**src/verilog/txsup_pkg.sv**
```systemverilog
package txsup_pkg;

  // Clock and time base
  localparam int CLK_PERIOD_NS   = 4;
  localparam int TICK_PERIOD_NS  = 1_000_000;
  localparam int TICK_CYCLES_DEF = TICK_PERIOD_NS / CLK_PERIOD_NS;
  localparam int TICK_CNT_W      = 18;

  // Serial link: 9600 8N1
  localparam int BAUD_RATE       = 9600;
  localparam int NS_PER_S        = 1_000_000_000;
  localparam int BIT_CYCLES_DEF  = NS_PER_S / (CLK_PERIOD_NS * BAUD_RATE);
  localparam int BIT_CNT_W       = 16;
  localparam int DATA_BITS       = 8;
  localparam int FRAME_BITS      = 10;

  // Long timers, counted in 1 ms ticks
  localparam int MS_PER_S        = 1000;
  localparam int S_PER_MIN       = 60;
  localparam int MENU_TIMEOUT_MIN = 5;
  localparam int ALARM_QUAL_S    = 60;
  localparam int CMD_WINDOW_S    = 60;
  localparam int MENU_TIMEOUT_TICKS_DEF = MENU_TIMEOUT_MIN * S_PER_MIN * MS_PER_S;
  localparam int ALARM_QUAL_TICKS_DEF   = ALARM_QUAL_S * MS_PER_S;
  localparam int CMD_WINDOW_TICKS_DEF   = CMD_WINDOW_S * MS_PER_S;
  localparam int MS_CNT_W        = 20;

  // Switch code that allows panel power control
  localparam logic [15:0] PANEL_POWER_CODE = 16'h4440;

  // Power setting
  localparam int PWR_W           = 8;
  localparam logic [PWR_W-1:0] PWR_MAX   = 8'hFF;
  localparam logic [PWR_W-1:0] PWR_RESET = 8'h00;
  localparam int FAULT_SHIFT     = 1;

  // Menu screens
  localparam int SCREEN_W        = 3;
  localparam logic [SCREEN_W-1:0] DEFAULT_SCREEN = 3'h0;
  localparam logic [SCREEN_W-1:0] LAST_SCREEN    = 3'h6;

  // Alarms
  localparam int NUM_ALARMS      = 3;
  localparam int ALM_RF          = 0;
  localparam int ALM_PLL         = 1;
  localparam int ALM_MOD         = 2;

  // Serial keys and status characters
  localparam logic [7:0] KEY_ENTER   = 8'h0D;
  localparam logic [7:0] KEY_PWR_UP  = 8'h33;
  localparam logic [7:0] KEY_PWR_DN  = 8'h34;
  localparam logic [7:0] KEY_ALM_RST = 8'h36;
  localparam logic [7:0] KEY_MUTE    = 8'h6F;
  localparam logic [7:0] KEY_UNMUTE  = 8'h66;
  localparam logic [7:0] CHAR_ZERO   = 8'h30;
  localparam logic [7:0] CHAR_CR     = 8'h0D;
  localparam int STATUS_LEN      = 4;
  localparam int STATUS_IDX_W    = 2;

  // Pin synchroniser lanes
  localparam int SYNC_W          = 8;
  localparam int S_RX            = 7;
  localparam int S_CTS_N         = 6;
  localparam int S_MUTE_N        = 5;
  localparam int S_VSWR          = 4;
  localparam int S_TEMP          = 3;
  localparam int S_RF_LOW        = 2;
  localparam int S_UNLOCK        = 1;
  localparam int S_MOD_LOW       = 0;
  localparam logic [SYNC_W-1:0] SYNC_RST = 8'hA0;

  typedef enum logic [1:0] {
    ST_IDLE = 2'b00,
    ST_SEND = 2'b01,
    ST_WAIT = 2'b10
  } status_state_t;

  typedef enum logic [1:0] {
    U_IDLE  = 2'b00,
    U_START = 2'b01,
    U_DATA  = 2'b10,
    U_STOP  = 2'b11
  } uart_state_t;

  function automatic logic key_is(input logic [7:0] data, input logic [7:0] key);
    key_is = (data == key);
  endfunction : key_is

endpackage : txsup_pkg

```
**src/verilog/serial_if.sv**
```systemverilog
`timescale 1ns/1ps
interface serial_if;
  logic       rx_line;
  logic       rx_valid;
  logic [7:0] rx_data;
  logic       tx_start;
  logic [7:0] tx_data;
  logic       tx_busy;
  logic       tx_line;

  modport link (
    input  rx_line,
    input  tx_start,
    input  tx_data,
    output rx_valid,
    output rx_data,
    output tx_busy,
    output tx_line
  );

  modport ctrl (
    output rx_line,
    output tx_start,
    output tx_data,
    input  rx_valid,
    input  rx_data,
    input  tx_busy,
    input  tx_line
  );
endinterface : serial_if

```
**src/verilog/tx_supervisor.sv**
```systemverilog
`timescale 1ns/1ps
// How it works
// - Panel power keys only with switch code 4440
// - Serial power keys work with any switch code
// - Panel power never exceeds potentiometer ceiling
// - Reflected-power or heat fault cuts power
// - Low rear mute pin mutes RF
// - Key o mutes, key f unmutes
// - Menu returns to default after 5 minutes
// - RF low sixty seconds raises alarm
// - Unlock sixty seconds raises lock alarm
// - Deviation under 16 kHz sixty seconds alarms
// - Alarms latch until reset or clear key
// - Logic output high, open collector low
// - Alarm states sent over serial link
// - Link runs 9600 8N1 with flow control
// - Enter opens 60 s key window, refreshes
// - Key 6 clears all three alarms
module tx_supervisor
  import txsup_pkg::*;
#(
  parameter int TICK_CYCLES        = TICK_CYCLES_DEF,
  parameter int BIT_CYCLES         = BIT_CYCLES_DEF,
  parameter int MENU_TIMEOUT_TICKS = MENU_TIMEOUT_TICKS_DEF,
  parameter int ALARM_QUAL_TICKS   = ALARM_QUAL_TICKS_DEF,
  parameter int CMD_WINDOW_TICKS   = CMD_WINDOW_TICKS_DEF
)
(
  // Clock and reset
  input  wire logic                  clk_in,
  input  wire logic                  rst_in,
  // Internal switches and potentiometer
  input  wire logic [15:0]           freq_switch_in,
  input  wire logic [PWR_W-1:0]      pot_ceiling_in,
  // Front panel, one-cycle pulses
  input  wire logic                  panel_up_in,
  input  wire logic                  panel_down_in,
  input  wire logic                  panel_next_in,
  // Sensor and rear pins
  input  wire logic                  mute_n_in,
  input  wire logic                  fault_vswr_in,
  input  wire logic                  fault_temp_in,
  input  wire logic                  rf_low_in,
  input  wire logic                  pll_unlock_in,
  input  wire logic                  mod_low_in,
  // Serial link
  input  wire logic                  rxd_in,
  input  wire logic                  cts_n_in,
  output logic                       txd_out,
  output logic                       rts_n_out,
  // Power control
  output logic [PWR_W-1:0]           power_setpoint_out,
  output logic                       rf_mute_out,
  output logic                       not_allowed_out,
  output logic [SCREEN_W-1:0]        screen_out,
  // Alarm outputs
  output logic [NUM_ALARMS-1:0]      alarm_ttl_out,
  output logic [NUM_ALARMS-1:0]      alarm_oc_out,
  output logic [NUM_ALARMS-1:0]      alarm_oc_oe_n_out
);
  import txsup_pkg::*;

  serial_if sif ();

  logic [SYNC_W-1:0]     sync1_r;
  logic [SYNC_W-1:0]     sync2_r;
  logic [TICK_CNT_W-1:0] tick_cnt_r;
  logic                  tick_r;
  logic [SCREEN_W-1:0]   screen_r;
  logic [MS_CNT_W-1:0]   menu_cnt_r;
  logic [MS_CNT_W-1:0]   window_cnt_r;
  logic                  mute_cmd_r;
  logic                  remote_r;
  logic [PWR_W-1:0]      level_r;
  logic [PWR_W-1:0]      setpoint_nxt;
  logic [PWR_W-1:0]      setpoint_r;
  logic                  not_allowed_r;
  logic [NUM_ALARMS-1:0] fault_cond;
  logic [NUM_ALARMS-1:0] alarm_set;
  logic [NUM_ALARMS-1:0] alarm_r;
  status_state_t         st_state_r;
  logic [STATUS_IDX_W-1:0] st_idx_r;
  logic [7:0]            st_byte;
  logic                  st_start;
  logic                  key_ok;
  logic                  panel_mode;
  logic                  rf_mute;
  logic                  normal_op;
  logic                  alarm_clr;

  uart_link #(
    .BIT_CYCLES (BIT_CYCLES)
  ) u_link (
    .clk_in (clk_in),
    .rst_in (rst_in),
    .bus    (sif.link)
  );

  // Pin synchronisers
  always_ff @(posedge clk_in)
  begin
    if (rst_in)
    begin
      sync1_r <= SYNC_RST;
      sync2_r <= SYNC_RST;
    end
    else
    begin
      sync1_r <= {rxd_in, cts_n_in, mute_n_in, fault_vswr_in,
                  fault_temp_in, rf_low_in, pll_unlock_in, mod_low_in};
      sync2_r <= sync1_r;
    end
  end

  // 1 ms tick
  always_ff @(posedge clk_in)
  begin
    if (rst_in || tick_cnt_r == TICK_CNT_W'(TICK_CYCLES - 1))
      tick_cnt_r <= '0;
    else
      tick_cnt_r <= tick_cnt_r + 1'b1;
  end

  always_ff @(posedge clk_in)
  begin
    tick_r <= !rst_in && tick_cnt_r == TICK_CNT_W'(TICK_CYCLES - 1);
  end

  assign sif.rx_line = sync2_r[S_RX];
  assign key_ok      = sif.rx_valid && window_cnt_r != '0;
  assign panel_mode  = freq_switch_in == PANEL_POWER_CODE;
  assign alarm_clr   = key_ok && key_is(sif.rx_data, KEY_ALM_RST);

  // Menu screen and timeout
  always_ff @(posedge clk_in)
  begin
    if (rst_in)
    begin
      screen_r   <= DEFAULT_SCREEN;
      menu_cnt_r <= '0;
    end
    else if (panel_next_in)
    begin
      screen_r   <= (screen_r == LAST_SCREEN) ? DEFAULT_SCREEN : screen_r + 1'b1;
      menu_cnt_r <= '0;
    end
    else if (screen_r == DEFAULT_SCREEN)
      menu_cnt_r <= '0;
    else if (tick_r)
    begin
      if (menu_cnt_r == MS_CNT_W'(MENU_TIMEOUT_TICKS))
      begin
        screen_r   <= DEFAULT_SCREEN;
        menu_cnt_r <= '0;
      end
      else
        menu_cnt_r <= menu_cnt_r + 1'b1;
    end
  end

  // Key window opened by Enter
  always_ff @(posedge clk_in)
  begin
    if (rst_in)
      window_cnt_r <= '0;
    else if (sif.rx_valid && key_is(sif.rx_data, KEY_ENTER))
      window_cnt_r <= MS_CNT_W'(CMD_WINDOW_TICKS);
    else if (tick_r && window_cnt_r != '0)
      window_cnt_r <= window_cnt_r - 1'b1;
  end

  // Serial mute commands
  always_ff @(posedge clk_in)
  begin
    if (rst_in)
      mute_cmd_r <= 1'b0;
    else if (key_ok && key_is(sif.rx_data, KEY_MUTE))
      mute_cmd_r <= 1'b1;
    else if (key_ok && key_is(sif.rx_data, KEY_UNMUTE))
      mute_cmd_r <= 1'b0;
  end

  assign rf_mute = mute_cmd_r || !sync2_r[S_MUTE_N];

  // Digital power level
  always_ff @(posedge clk_in)
  begin
    not_allowed_r <= 1'b0;
    if (rst_in)
    begin
      level_r  <= PWR_RESET;
      remote_r <= 1'b0;
    end
    else if (key_ok && key_is(sif.rx_data, KEY_PWR_UP))
    begin
      remote_r <= 1'b1;
      if (level_r != PWR_MAX)
        level_r <= level_r + 1'b1;
    end
    else if (key_ok && key_is(sif.rx_data, KEY_PWR_DN))
    begin
      remote_r <= 1'b1;
      if (level_r != '0)
        level_r <= level_r - 1'b1;
    end
    else if (panel_up_in || panel_down_in)
    begin
      if (!panel_mode)
        not_allowed_r <= 1'b1;
      else if (panel_up_in && level_r < pot_ceiling_in)
        level_r <= level_r + 1'b1;
      else if (panel_down_in && level_r != '0)
        level_r <= level_r - 1'b1;
    end
  end

  // Power setpoint selection
  always_comb
  begin
    if (panel_mode)
      setpoint_nxt = (level_r < pot_ceiling_in) ? level_r : pot_ceiling_in;
    else if (remote_r)
      setpoint_nxt = level_r;
    else
      setpoint_nxt = pot_ceiling_in;
    if (sync2_r[S_VSWR] || sync2_r[S_TEMP])
      setpoint_nxt = setpoint_nxt >> FAULT_SHIFT;
    if (rf_mute)
      setpoint_nxt = '0;
  end

  always_ff @(posedge clk_in)
  begin
    if (rst_in)
      setpoint_r <= PWR_RESET;
    else
      setpoint_r <= setpoint_nxt;
  end

  // Alarm qualification and latching
  assign normal_op = screen_r == DEFAULT_SCREEN && !rf_mute;
  assign fault_cond[ALM_RF]  = sync2_r[S_RF_LOW];
  assign fault_cond[ALM_PLL] = sync2_r[S_UNLOCK];
  assign fault_cond[ALM_MOD] = sync2_r[S_MOD_LOW];

  generate
    for (genvar i = 0; i < NUM_ALARMS; i++)
    begin : g_alarm
      logic [MS_CNT_W-1:0] qual_cnt_r;

      always_ff @(posedge clk_in)
      begin
        if (rst_in || !fault_cond[i] || !normal_op)
          qual_cnt_r <= '0;
        else if (tick_r && qual_cnt_r != MS_CNT_W'(ALARM_QUAL_TICKS + 1))
          qual_cnt_r <= qual_cnt_r + 1'b1;
      end

      assign alarm_set[i] = fault_cond[i] && normal_op &&
                            qual_cnt_r == MS_CNT_W'(ALARM_QUAL_TICKS + 1);

      always_ff @(posedge clk_in)
      begin
        if (rst_in)
          alarm_r[i] <= 1'b0;
        else if (alarm_set[i])
          alarm_r[i] <= 1'b1;
        else if (alarm_clr)
          alarm_r[i] <= 1'b0;
      end
    end
  endgenerate

  // Status refresh: three alarm digits then CR
  always_comb
  begin
    if (st_idx_r == STATUS_IDX_W'(STATUS_LEN - 1))
      st_byte = CHAR_CR;
    else
      st_byte = CHAR_ZERO | {7'h00, alarm_r[st_idx_r]};
  end

  assign st_start = st_state_r == ST_SEND && !sif.tx_busy && !sync2_r[S_CTS_N];

  always_ff @(posedge clk_in)
  begin
    if (rst_in)
    begin
      st_state_r <= ST_IDLE;
      st_idx_r   <= '0;
    end
    else
    begin
      case (st_state_r)
        ST_IDLE:
          if (sif.rx_valid && key_is(sif.rx_data, KEY_ENTER))
          begin
            st_idx_r   <= '0;
            st_state_r <= ST_SEND;
          end
        ST_SEND:
          if (st_start)
            st_state_r <= ST_WAIT;
        ST_WAIT:
          if (!sif.tx_busy)
          begin
            st_idx_r   <= st_idx_r + 1'b1;
            st_state_r <= (st_idx_r == STATUS_IDX_W'(STATUS_LEN - 1)) ? ST_IDLE : ST_SEND;
          end
        default:
          st_state_r <= ST_IDLE;
      endcase
    end
  end

  assign sif.tx_start = st_start;
  assign sif.tx_data  = st_byte;

  // Outputs
  assign txd_out            = sif.tx_line;
  assign rts_n_out          = rst_in;
  assign power_setpoint_out = setpoint_r;
  assign rf_mute_out        = rf_mute;
  assign not_allowed_out    = not_allowed_r;
  assign screen_out         = screen_r;
  assign alarm_ttl_out      = alarm_r;
  assign alarm_oc_out       = '0;
  assign alarm_oc_oe_n_out  = ~alarm_r;

endmodule : tx_supervisor

```
**src/verilog/uart_link.sv**
```systemverilog
`timescale 1ns/1ps
module uart_link
  import txsup_pkg::*;
#(
  parameter int BIT_CYCLES = BIT_CYCLES_DEF
)
(
  // Clock and reset
  input  wire logic clk_in,
  input  wire logic rst_in,
  // Byte side
  serial_if.link    bus
);
  import txsup_pkg::*;

  localparam logic [BIT_CNT_W-1:0] BIT_LAST = BIT_CNT_W'(BIT_CYCLES - 1);
  localparam logic [BIT_CNT_W-1:0] HALF_LAST = BIT_CNT_W'(BIT_CYCLES / 2 - 1);

  uart_state_t          rx_state_r;
  logic [BIT_CNT_W-1:0] rx_cnt_r;
  logic [2:0]           rx_idx_r;
  logic [7:0]           rx_shift_r;
  logic                 rx_valid_r;
  logic [BIT_CNT_W-1:0] tx_cnt_r;
  logic [3:0]           tx_idx_r;
  logic [FRAME_BITS-1:0] tx_shift_r;
  logic                 tx_busy_r;

  // Receiver, mid-bit sampling
  always_ff @(posedge clk_in)
  begin
    rx_valid_r <= 1'b0;
    if (rst_in)
    begin
      rx_state_r <= U_IDLE;
      rx_cnt_r   <= '0;
      rx_idx_r   <= '0;
      rx_shift_r <= '0;
    end
    else
    begin
      rx_cnt_r <= rx_cnt_r + 1'b1;
      case (rx_state_r)
        U_IDLE:
        begin
          rx_cnt_r <= '0;
          if (!bus.rx_line)
            rx_state_r <= U_START;
        end
        U_START:
          if (rx_cnt_r == HALF_LAST)
          begin
            rx_cnt_r   <= '0;
            rx_idx_r   <= '0;
            rx_state_r <= bus.rx_line ? U_IDLE : U_DATA;
          end
        U_DATA:
          if (rx_cnt_r == BIT_LAST)
          begin
            rx_cnt_r   <= '0;
            rx_shift_r <= {bus.rx_line, rx_shift_r[7:1]};
            rx_idx_r   <= rx_idx_r + 1'b1;
            if (rx_idx_r == 3'(DATA_BITS - 1))
              rx_state_r <= U_STOP;
          end
        U_STOP:
          if (rx_cnt_r == BIT_LAST)
          begin
            rx_valid_r <= bus.rx_line;
            rx_state_r <= U_IDLE;
          end
        default:
          rx_state_r <= U_IDLE;
      endcase
    end
  end

  // Transmitter, 8N1
  always_ff @(posedge clk_in)
  begin
    if (rst_in)
    begin
      tx_cnt_r   <= '0;
      tx_idx_r   <= '0;
      tx_shift_r <= '1;
      tx_busy_r  <= 1'b0;
    end
    else if (!tx_busy_r)
    begin
      if (bus.tx_start)
      begin
        tx_shift_r <= {1'b1, bus.tx_data, 1'b0};
        tx_cnt_r   <= '0;
        tx_idx_r   <= '0;
        tx_busy_r  <= 1'b1;
      end
    end
    else if (tx_cnt_r == BIT_LAST)
    begin
      tx_cnt_r   <= '0;
      tx_shift_r <= {1'b1, tx_shift_r[FRAME_BITS-1:1]};
      tx_idx_r   <= tx_idx_r + 1'b1;
      if (tx_idx_r == 4'(FRAME_BITS - 1))
        tx_busy_r <= 1'b0;
    end
    else
      tx_cnt_r <= tx_cnt_r + 1'b1;
  end

  assign bus.rx_valid = rx_valid_r;
  assign bus.rx_data  = rx_shift_r;
  assign bus.tx_busy  = tx_busy_r;
  assign bus.tx_line  = tx_busy_r ? tx_shift_r[0] : 1'b1;

endmodule : uart_link
```
**config.mk**
```make
export PLATFORM = sky130hd
export DESIGN_NAME = tx_supervisor
export DESIGN_NICKNAME = d
export VERILOG_FILES = /design/src/verilog/txsup_pkg.sv /design/src/verilog/serial_if.sv /design/src/verilog/tx_supervisor.sv /design/src/verilog/uart_link.sv
export SDC_FILE = /design/constraint.sdc
export NUM_CORES = 1
export LEC_CHECK = 0
export BUFFER_PORTS_ARGS = -buffer_cell sky130_fd_sc_hd__buf_4
export CORE_ASPECT_RATIO = 1.25
export CORE_UTILIZATION = 42
export CTS_CLUSTER_SIZE = 14
export DETAILED_ROUTE_END_ITERATION = 10
export SLEW_MARGIN = 20
export SYNTH_ARGS = -nofsm -noshare
export SYNTH_HDL_FRONTEND = slang
export SYNTH_SLANG_ARGS = --single-unit
```
**constraint.sdc**
```tcl
create_clock -name clk_in -period 3.6 [get_ports clk_in]
set_clock_uncertainty 0.2 [all_clocks]
set_input_delay 0.72 -clock clk_in [delete_from_list [all_inputs] [get_ports clk_in]]
set_output_delay 0.72 -clock clk_in [all_outputs]
set_load 0.01 [all_outputs]
```
======== After elaboration in Yosys (flattened, before gate mapping) ========
Cells that the tools add are included.
Widths: inputs -> output; s select.
storage, ports and cells
  register bits ........................... 225
  bits of input ports ..................... 37
  output and inout bits ................... 24
  logic and storage cells ................. 233
operators by class
  add/sub/neg operators ................... 14
  $lt $le $gt $ge ......................... 2
  equal/unequal tests ..................... 40
  muxes and demuxes ....................... 67
  bitwise logic cells ..................... 4
  reduce and logical (&&, ||, !) cells .... 75
operators with widths
  kind                   number
  $mux 16                7
  $mux 8                 11
  $add 20x1->20 const B  4
  $eq 20x16->1 const B   3
  $ne 20x16->1 const B   3
  $eq 16x15->1 const B   3
  $pmux 16 s3            1
  $add 16x1->16 const B  2
  $mux 10                3
  $eq 8x6->1 const B     3
  $logic_and 1x1->1      23
  $mux 2                 11
  $reduce_bool 2->1      11
  $mux 3                 7
  $eq 20x19->1 const B   1
  $mux 20                1
  $reduce_bool 20->1     1
  $sub 20x1->20 const B  1
  $add 18x1->18 const B  1
  $eq 18x18->1 const B   1
  $eq 16x14->1 const B   1
  $eq 8x7->1 const B     2
  $mux 1                 16
  $mux 4                 3
  other kinds (38)       82

======== Depth between registers and ports, before layout ========
Gate-level depths: netlist of the first run.
  word-level depth ........................ 8
  depth in mapped cells ................... 11
  gate-level depth less buffers ........... 9

======== Modules after synthesis ========
From an unflattened synthesis of the first run, not the netlist that was laid out.
second synthesis, totals
  cell total of the unflattened synthesis .. 1297
  area total of the unflattened synthesis .. 11008.1 um^2
modules (own cells, without submodules)
  module         instances  cells each  area each (um^2)  seq. area each (um^2)
  tx_supervisor  1          931         7901.3            3283.1
  uart_link      1          366         3106.7            1201.2

======== Worst setup path before layout of the first run ========
No wires, ideal clock.
  path type ............................... input-to-reg
  from .................................... input pot_ceiling_in[2]
  to ...................................... register level_r[7]
  setup time .............................. 0.070 ns
  arrival ................................. 2.724 ns
  required time ........................... 3.330 ns
  path slack .............................. 0.606 ns
  cell stages on the path ................. 11
  path buffers ............................ 2
  path through ............................ inv_1 ha_1 a211oi_1 o21ai_1 a21o_1 buf_2 a21oi_1 o22ai_2 buf_6 or4_1 a21oi_1
between the ends
  word-level cells in the longest chain between the ends .. 7
  elaborated cells between the ends (all ways) .. 9
  classes of those cells .................. order compare (1); mux (5); reduce/logical (3)
ends and longest elaborated chain
  item                    RTL line              text
  start: declaration      tx_supervisor.sv:34   input wire logic [PWR_W-1:0] pot_ceiling_in,
  $lt 8x8->1 (*)          tx_supervisor.sv:210  else if (panel_up_in && level_r < pot_ceiling_in)
  $logic_and 1x1->1 (*)   tx_supervisor.sv:210
  $mux 8                  tx_supervisor.sv:210
  $mux 8                  tx_supervisor.sv:208  if (!panel_mode)
  $mux 8                  tx_supervisor.sv:206  else if (panel_up_in || panel_down_in)
  $mux 8                  tx_supervisor.sv:200  else if (key_ok && key_is(sif.rx_data, KEY_PWR_DN))
  $mux 8                  tx_supervisor.sv:194  else if (key_ok && key_is(sif.rx_data, KEY_PWR_UP))
  end signal: assignment  tx_supervisor.sv:198  level_r <= level_r + 1'b1;
  end signal: assignment  tx_supervisor.sv:204  level_r <= level_r - 1'b1;
  end signal: assignment  tx_supervisor.sv:211  level_r <= level_r + 1'b1;
  end: declaration        tx_supervisor.sv:74   logic [PWR_W-1:0] level_r;
Every way passes the cells marked *; elsewhere a longest branch is shown, timed or not. The select of a mux whose other input is x is not followed.
A chain may end at the register's enable or synchronous reset.

======== Worst setup path after layout of the first run ========
  from .................................... register level_r[7]
  to ...................................... register level_r[2]
between the ends
  word-level cells in the longest chain between the ends .. 7
  elaborated cells between the ends (all ways) .. 14
  classes of those cells .................. order compare (1); eq/ne (3); mux (5); reduce/logical (5)
ends and longest elaborated chain
  item               RTL line
  $lt 8x8->1         tx_supervisor.sv:210
  $logic_and 1x1->1  tx_supervisor.sv:210
  $mux 8             tx_supervisor.sv:210
  $mux 8             tx_supervisor.sv:208
  $mux 8             tx_supervisor.sv:206
  $mux 8             tx_supervisor.sv:200
  $mux 8             tx_supervisor.sv:194
Parallel ways exist; a longest one is shown, timed or not. The select of a mux whose other input is x is not followed.

==> metrics.txt, run 1 <==
status=completed; clock tree buffer depth=3; placed cells=1626; Nets=~1400; IO buf count=57; Clock Power Share=0.481; crit path max fanout=14; vias in the first global route=around 8000; hold buffer count at CTS=0; worst setup margin=~0.64 ns; wire per inst=approximately 13 um; CP arrival=about 3.2 ns; HP Class=input port to register; Buf/Inv on CP=0; highest routed layer=met4; sequential power share=0.489; initial antenna violation count=0; clk root buf=clkbuf_16; Setup Viol. Count Final=0; CP Launch Type=register; relative slew slack=0.485; LEAKAGE=0.00440 uW; H-tree Lvls=1; # clock sinks=around 220; pre-CTS setup slack=~0.24 ns; sw frac=0.212; reg2reg start=level_r[7]; TritonCTS clock tree=done; Routed WL=approximately 22000 um; met3 WL=729 um; flop-to-flop setup slack=0.64 ns; Num CTS Buffers=26; warnings from Yosys=0; CP Class=register to register; Seq/Total Area, Yosys=0.425; Row Count=64; EDFF count, synth=0; Slowest-stage cell, CP=o22ai_2; Final TNS setup=0 ns; Post-Synthesis Cell Area=~11000 sq um; Final Hold Viols=0; count of final max-slew check failures=0; cell area after layout=between 10000 and 15000 sq um; Routed Antenna Nets=0; largest cells by area after synthesis=dfxtp_1 (43%), nor2_1 (7.3%), xor2_1 (5.8%); chip height=approximately 180 um; Worst R2R End=level_r[2]; CP required=3.80 ns; Hold Crit Depth=2; pwr dens=around 420 nW/um^2; Final min period=a little under 3 ns; Syn-to-layout area delta=15.0%; Peak VDD IR=around 360 uV; Post CTS Setup Buffer Count=0; Fin Hold WS=between 0.15 and 0.2 ns; initial drt markers=around 440; RD Place Congestion=between 0.8 and 0.9; cells along the critical path=ha_1, nand2_1, nor3_1, a21o_1, a21oi_1, o22ai_2, o21bai_1, mux2_1; Mean Syn Cell Area=8.33 sq um; period utilisation layout=0.822; Tot GR Track Use=0.174; Reg clk slew, reported paths=0.06 ns; Remaining Overflow, GRT=0; I/O pin count=between 60 and 70; Distinct cells, synth=between 70 and 80; met2 routed WL=between 10000 and 15000 um; main flop type after synthesis=dfxtp_1; ANT cells=0; Area after DPL=11300 sq um; worst skew pair latency=between 0.5 and 0.6 ns; asr flop ratio synth=0; CP max stage delay=roughly 0.52 ns; top cell type's share of synthesized area=0.425; layout cells sized above 1=0.100; WL met1=between 10000 and 15000 um; dpl hpwl=between 15000 and 20000 um; Post-Synthesis Cells=about 1300; CP delay by family, top=compound AO/OA/AOI/OAI gates; Yosys reg bits=approximately 220; Crit. End Element=register; DR pass1 iterations=4; first-pass GRT wire length=roughly 37000 um; vias=~8700; worst r2r path cells=8; die area=25700 sq um; Max Cap Violations=0; RSZ-0062 raised after global routing=false; internal power=slightly above 4000 uW; DR vias/cell=~5.2; Die X-Extent=between 100 and 150 um; Hold Path End=sync1_r[5]; DRC violations left=0; Core Area=between 20000 and 25000 sq um; CTS resizes=0; startpoint of the worst hold path=mute_n_in; Starting Density=0.429; switching power total=about 1100 uW; largest net degree at the start of global routing=50; Peak Freq=about 340 MHz; combinational group share of total power=0.030; Yosys top cell by area=dfxtp_1; final non-filler cell total=around 1700; Slew @ Worst Pin=roughly 0.77 ns
[cells in the final DEF (no fill, tap or decap), types with 30 or more instances in the layout]
| cell type | count |
|---|---|
| a21oi_1 | 68 |
| buf_4 | 74 |
| dfxtp_1 | 224 |
| ha_1 | 30 |
| inv_1 | 43 |
| nand2_1 | 120 |
| nand3_1 | 53 |
| nand4_1 | 36 |
| nor2_1 | 206 |
| o21ai_0 | 37 |
| xnor2_1 | 41 |
| xor2_1 | 70 |
[cell usage after synthesis, types with 14 or more instances]
| cell type | instances |
|---|---|
| nor2_1 | 206 |
| ha_1 | 30 |
| nand4_1 | 36 |
| mux2i_1 | 14 |
| dfxtp_1 | 224 |
| a21oi_1 | 68 |
| nor4_1 | 21 |
| nand2_1 | 120 |
| xor2_1 | 70 |
| or3_1 | 22 |
| inv_1 | 43 |
| nor3_1 | 29 |
| clkbuf_1 | 35 |
| and3_1 | 29 |
| o21ai_0 | 37 |
| nand3_1 | 53 |
| nor2b_1 | 24 |
| xnor2_1 | 41 |
[cells by family (layout without fill, tap and decap cells)]
family	Yosys count	count (layout)	synth area share
simple gates	616	616	0.291
flops	224	224	0.425
compound gates	180	180	0.107
xor+xnor	111	111	0.0922
buf+inv	89	161	0.0343
fa+ha+maj	30	30	0.0356
mux	15	15	0.0144
other cells	1	3	0.000356
[worst max path at each step]
| stage | startpoint | end | slack [ns] | cells past startpoint |
|---|---|---|---|---|
| 2_1_floorplan | pot_ceiling_in[2] | level_r[7] | 0.61 | 11 |
| 3_3_place_gp | pot_ceiling_in[7] | level_r[2] | 0.29 | 10 |
| 3_5_place_dp | pot_ceiling_in[7] | level_r[2] | 0.24 | 10 |
| 4_1_cts | level_r[7] | level_r[2] | 0.66 | 8 |
| 5_1_grt | u_link.bus.rx_data[4] | level_r[2] | 0.46 | 7 |
| 6_report | level_r[7] | level_r[2] | 0.64 | 8 |
[worst register-to-register path, delay by kind of cell, from the launching register on]
| kind | cells | cell delay (ns) |
|---|---|---|
| flip-flops | 1 | 0.36 |
| AND/OR/NAND/NOR | 2 | 0.41 |
| adder cells (fa/ha/maj) | 1 | 0.31 |
| multiplexers | 1 | 0.34 |
| AO/OA/AOI/OAI | 4 | 1.22 |
[metal layers]
layer,GRT usage,up-vias
li1,-,4512
met1,0.215,4054
met2,0.307,95
met3,0.0307,32
met4,0.0448,0
met5,0,-
[flip-flops by register name, indices dropped and copies added (netlist names), 3 cells and up, named ones only]
name / flops
g_alarm.qual_cnt_r: 60
menu_cnt_r: 20
window_cnt_r: 20
tick_cnt_r: 18
u_link.rx_cnt_r: 16
u_link.tx_cnt_r: 16
u_link.tx_shift_r: 9
level_r: 8
power_setpoint_out: 8
sync1_r: 8
sync2_r: 8
u_link.bus.rx_data: 8
u_link.tx_idx_r: 4
alarm_ttl_out: 3
screen_out: 3
u_link.rx_idx_r: 3
[power by group through the flow]
stage	Combinational, uW	Sequential, uW	Clock, uW
after floorplan	85.3	2570	0
final	154	2510	2480
after CTS	157	2510	2560
after detailed placement	157	2570	0
after global placement	155	2570	0
after global routing	173	2520	2650
[stage by stage]
step	utilization	total power (uW)
detailed placement	0.460	2730
finish	0.493	5140
floorplan	-	2650
global route	0.493	5340
global placement	0.460	2720
CTS	0.493	5230
[layout make-up]
class                   count  area (sq um)
fillers                  2403         12500
repair buffers             74           556
flip-flops and latches    224          4480
inverters                  43           161
clock buffers              41           788
well taps                 330           413
clock inverters             3          15.0
multi-input cells         955          5700
Power figures use the tool's default switching activity.
==> inputs of run 2 (changes only) <==
clock period = 2.76 ns   (was 3.6 ns; I/O delays follow)
==> metrics.txt, run 2 (same netlist as run 1, synthesis figures left out) <==
switching power total=1430 uW; RD Place Congestion=~0.8; chip height=approximately 180 um; largest reg by FF count=g_alarm.qual_cnt_r; flop-to-flop setup slack=approximately 0.20 ns; Slew @ Worst Pin=0.590 ns; CP Launch Type=register; Die X-Extent=around 140 um; DR pass1 iterations=7; Final Hold Viols=0; Clock Power Share=0.501; Hold Crit Depth=2; sequential power share=0.467; Peak VDD IR=between 500 and 600 uV; DRC violations left=0; CP Class=register to register; Starting Density=0.429; initial antenna violation count=0; status=completed; Max Cap Violations=0; # clock sinks=224; Core Area=~25000 sq um; Setup Viol. Count Final=0; Final TNS setup=0 ns; Remaining Overflow, GRT=0; IO buf count=57; final non-filler cell total=about 1700; Largest register FFs=60; H-tree Lvls=1; worst setup margin=between 0.15 and 0.2 ns; most common cell after layout, fill and taps aside=dfxtp_1; fillers=approximately 2300; internal power=around 5600 uW; Row Count=64; Num CTS Buffers=24; Crit. End Element=register; LEAKAGE=0.00463 uW; Tot GR Track Use=0.174; CP arrival=roughly 2.8 ns; pwr dens=approximately 560 nW/um^2; Routed WL=between 20000 and 25000 um; layout cells sized above 1=0.129; largest net degree at the start of global routing=95; clock tree buffer depth=3; Nets=roughly 1400; hold buffer count at CTS=0; vias in the first global route=a little over 8000; period utilisation layout=0.929; Final min period=about 2.6 ns; post-layout util=0.509; Largest regs=g_alarm.qual_cnt_r (60), menu_cnt_r (20), window_cnt_r (20); relative slew slack=0.603; combinational group share of total power=0.032; die area=25700 sq um; Routed Antenna Nets=0; crit path max fanout=12; Peak Freq=a little under 400 MHz; CP required=roughly 3.0 ns; Reg clk slew, reported paths=approximately 0.060 ns; pre-CTS setup slack=-0.279 ns; DR vias/cell=5.15; TritonCTS clock tree=done; count of final max-slew check failures=0; placed cells=1663; HP Class=input port to register; Fin Hold WS=roughly 0.036 ns; worst skew pair latency=0.51 ns; vias=approximately 9000; first-pass GRT wire length=37500 um; sw frac=0.203; I/O pin count=61; ANT cells=0; commonest non-fill, non-tap cells in the layout=dfxtp_1 (224), nor2_1 (206), nand2_1 (120); initial drt markers=380; dpl hpwl=approximately 15000 um; RSZ-0062 raised after global routing=false; clk root buf=clkbuf_16; worst r2r path cells=9; Syn-to-layout area delta=18.8%; wire per inst=between 10 and 15 um
-- run 2: timing repair --
item,4_1_cts,5_1_grt
resized for setup,0,4
buffers inserted,0,0
setup endpoints to repair,0,7
-- run 2: power groups by stage --
stage | clock network (uW) | logic, uW | registers [uW]
6_report | 3520 | 225 | 3280
5_1_grt | 3750 | 253 | 3280
4_1_cts | 3630 | 229 | 3280
3_5_place_dp | 0 | 229 | 3350
3_3_place_gp | 0 | 227 | 3350
2_1_floorplan | 0 | 113 | 3350
-- run 2: layer usage --
layer | routed length, um | vias up | track usage
met5 | 0 | - | 0
met4 | 378 | 0 | 0.0474
met3 | 635 | 27 | 0.0224
met2 | 10400 | 107 | 0.302
met1 | 10600 | 4077 | 0.226
li1 | - | 4586 | -
-- run 2: critical path, cell delays in order, from the launching register on --
cell	delay [ns]
dfxtp_1	0.32
ha_1	0.31
a211oi_2	0.20
o21ai_1	0.13
buf_4	0.15
a21o_1	0.17
a21oi_2	0.19
o22ai_4	0.15
or4_1	0.52
a21oi_1	0.15
-- run 2: final cells by class --
class	count	area, sq um	area share
multi-input combinational	955	5730	0.457
sequential	224	4480	0.358
clock inverter	10	178	0.0142
inverter	43	161	0.0129
clock buffer	34	699	0.0558
tap	330	413	0.0330
timing repair buffer	111	858	0.0685
-- run 2: worst paths after layout --
path	startpoint	endpoint
hold reg to reg	sync1_r[7]	sync2_r[7]
setup reg to reg	level_r[2]	level_r[5]
hold / removal	mute_n_in	sync1_r[5]
setup / recovery	level_r[2]	level_r[5]
-- run 2: through the flow --
step                total power, uW  instance area, sq um
CTS                            7140                 12500
finish                         7030                 12500
global placement               3580                 11600
floorplan                      3460                 10600
detailed placement             3580                 11600
global route                   7280                 12500
==> inputs of run 3 (changes only) <==
CELL_PAD_IN_SITES_DETAIL_PLACEMENT = 1   (was unset)
CELL_PAD_IN_SITES_GLOBAL_PLACEMENT = 2   (was unset)
CORE_UTILIZATION = 37   (was 42)
PLACE_DENSITY_LB_ADDON = 0.1   (was unset)
==> metrics.txt, run 3 (same netlist as run 1, synthesis figures left out) <==
dpl hpwl=approximately 18000 um; H-tree Lvls=1; pre-CTS setup slack=-0.356 ns; die area=around 29000 sq um; fillers=3315; wire per inst=~15 um; Row Count=68; WL met1=approximately 12000 um; flop-to-flop setup slack=around 0.18 ns; DR vias/cell=5.18; RSZ-0062 raised after global routing=false; Slowest-stage cell, CP=or4_1; Num CTS Buffers=26; Setup Viol. Count Final=0; Crit path top cell by count=buf_4; initial antenna violation count=0; relative slew slack=0.516; worst r2r path cells=10; Final Hold Viols=0; final non-filler cell total=~1700; combinational group share of total power=0.033; Hold Crit Depth=2; Peak Freq=roughly 390 MHz; TritonCTS clock tree=done; Syn-to-layout area delta=19.3%; largest reg by FF count=g_alarm.qual_cnt_r; ANT cells=0; cell area after layout=about 13000 sq um; layout cells sized above 1=0.135; status=completed; met2 routed WL=~12000 um; IO buf count=57; Routed Antenna Nets=0; count of final max-slew check failures=0; Final min period=between 2 and 3 ns; Largest regs=g_alarm.qual_cnt_r (60), menu_cnt_r (20), window_cnt_r (20); Tot GR Track Use=0.179; Nets=1430; vias=8982; CP arrival=2.84 ns; CP Class=register to register; sequential power share=0.466; initial drt markers=270; Starting Density=0.379; Hold Path End=sync1_r[7]; Clock Power Share=0.501; placed cells=between 1500 and 2000; cells along the critical path=inv_1, ha_1, nor3b_1, nand4_2, o21ai_4, buf_4, o22ai_2, buf_4, or4_1, a21oi_1; crit path max fanout=4; CP Launch Type=register; CP required=~3 ns; highest routed layer=met4; clk root buf=clkbuf_16; Core Area=about 28000 sq um; DRC violations left=0; LEAKAGE=between 0.004 and 0.005 uW; Peak VDD IR=377 uV; DR pass1 iterations=4; worst skew pair latency=between 0.5 and 0.6 ns; largest net degree at the start of global routing=95; Reg clk slew, reported paths=about 0.06 ns; clock tree buffer depth=3; pwr dens=about 560 nW/um^2; post-layout util=0.452; Die X-Extent=around 150 um; vias in the first global route=between 9000 and 10000; most common cell after layout, fill and taps aside=dfxtp_1; worst setup margin=approximately 0.18 ns; Routed WL=between 20000 and 30000 um; chip height=about 190 um; CP max stage delay=~0.5 ns; first-pass GRT wire length=about 44000 um; startpoint of the worst hold path=rxd_in; # clock sinks=224; CP delay by family, top=simple AND/OR/NAND/NOR gates; multi-input combinational cell area=5720 sq um; reg2reg start=window_cnt_r[0]; Crit. End Element=register; Max Cap Violations=0; Largest register FFs=60; Slew @ Worst Pin=slightly above 0.7 ns; sequential cell area=around 4500 sq um; internal power=approximately 5500 uW; Buf/Inv on CP=3; commonest non-fill, non-tap cells in the layout=dfxtp_1 (223), nor2_1 (206), nand2_1 (120); I/O pin count=between 60 and 70; Remaining Overflow, GRT=0; sw frac=0.222; total power draw=7030 uW; Area after DPL=between 10000 and 15000 sq um; switching power total=approximately 1600 uW; met3 WL=689 um; HP Class=input port to register; period utilisation layout=0.936; Worst R2R End=level_r[5]; RD Place Congestion=0.775
-- run 3: worst max-delay path by stage --
stage,from,to,slack [ns],cells past startpoint
global placement,pot_ceiling_in[2],level_r[3],-0.29,9
finish,window_cnt_r[0],level_r[5],0.18,10
CTS,level_r[7],level_r[4],0.005,7
detailed placement,pot_ceiling_in[2],level_r[4],-0.36,9
global route,level_r[0],level_r[1],0.0008,10
floorplan,pot_ceiling_in[2],level_r[7],0.009,11
-- run 3: layout make-up --
type                            count  share of cell area
Multi-Input combinational cell    955               0.455
Sequential cell                   224               0.357
Timing Repair Buffer              113              0.0692
Clock buffer                       37              0.0630
Tap cell                          350              0.0348
Inverter                           43              0.0128
Clock inverter                     11             0.00846
-- run 3: metrics by stage --
stage	hold slack [ns]	setup TNS, ns
CTS	0.0101	0
global placement	0.198	-1.72
global route	0.0159	0
floorplan	0.189	0
detailed placement	0.199	-2.31
finish	0.0338	0
-- run 3: layer usage --
metal  global-route usage  vias up
li1                     -     4580
met1                0.226     4302
met2                0.315       70
met3               0.0261       30
met4               0.0536        0
met5                    0        -
-- run 3: power groups by stage --
stage / registers (uW) / logic (uW) / clock network [uW]
3_3_place_gp: 3350 / 229 / 0
6_report: 3280 / 231 / 3520
5_1_grt: 3280 / 256 / 3780
2_1_floorplan: 3350 / 113 / 0
4_1_cts: 3280 / 235 / 3650
3_5_place_dp: 3350 / 233 / 0
-- run 3: worst register-to-register path, stage by stage (launching register included) --
cell and delay (ns):
dfxtp_1 0.31, inv_1 0.11, ha_1 0.15, nor3b_1 0.24, nand4_2 0.22, o21ai_4 0.24, buf_4 0.14, o22ai_2 0.09
buf_4 0.17, or4_1 0.49, a21oi_1 0.16
-- run 3: what timing repair did --
item                                   4_1_cts  5_1_grt
hold buffers                                 2        0
resized for setup                            0        5
setup buffers                                0        2
endpoints found under the hold margin        2        0
setup endpoints to repair                    0        6
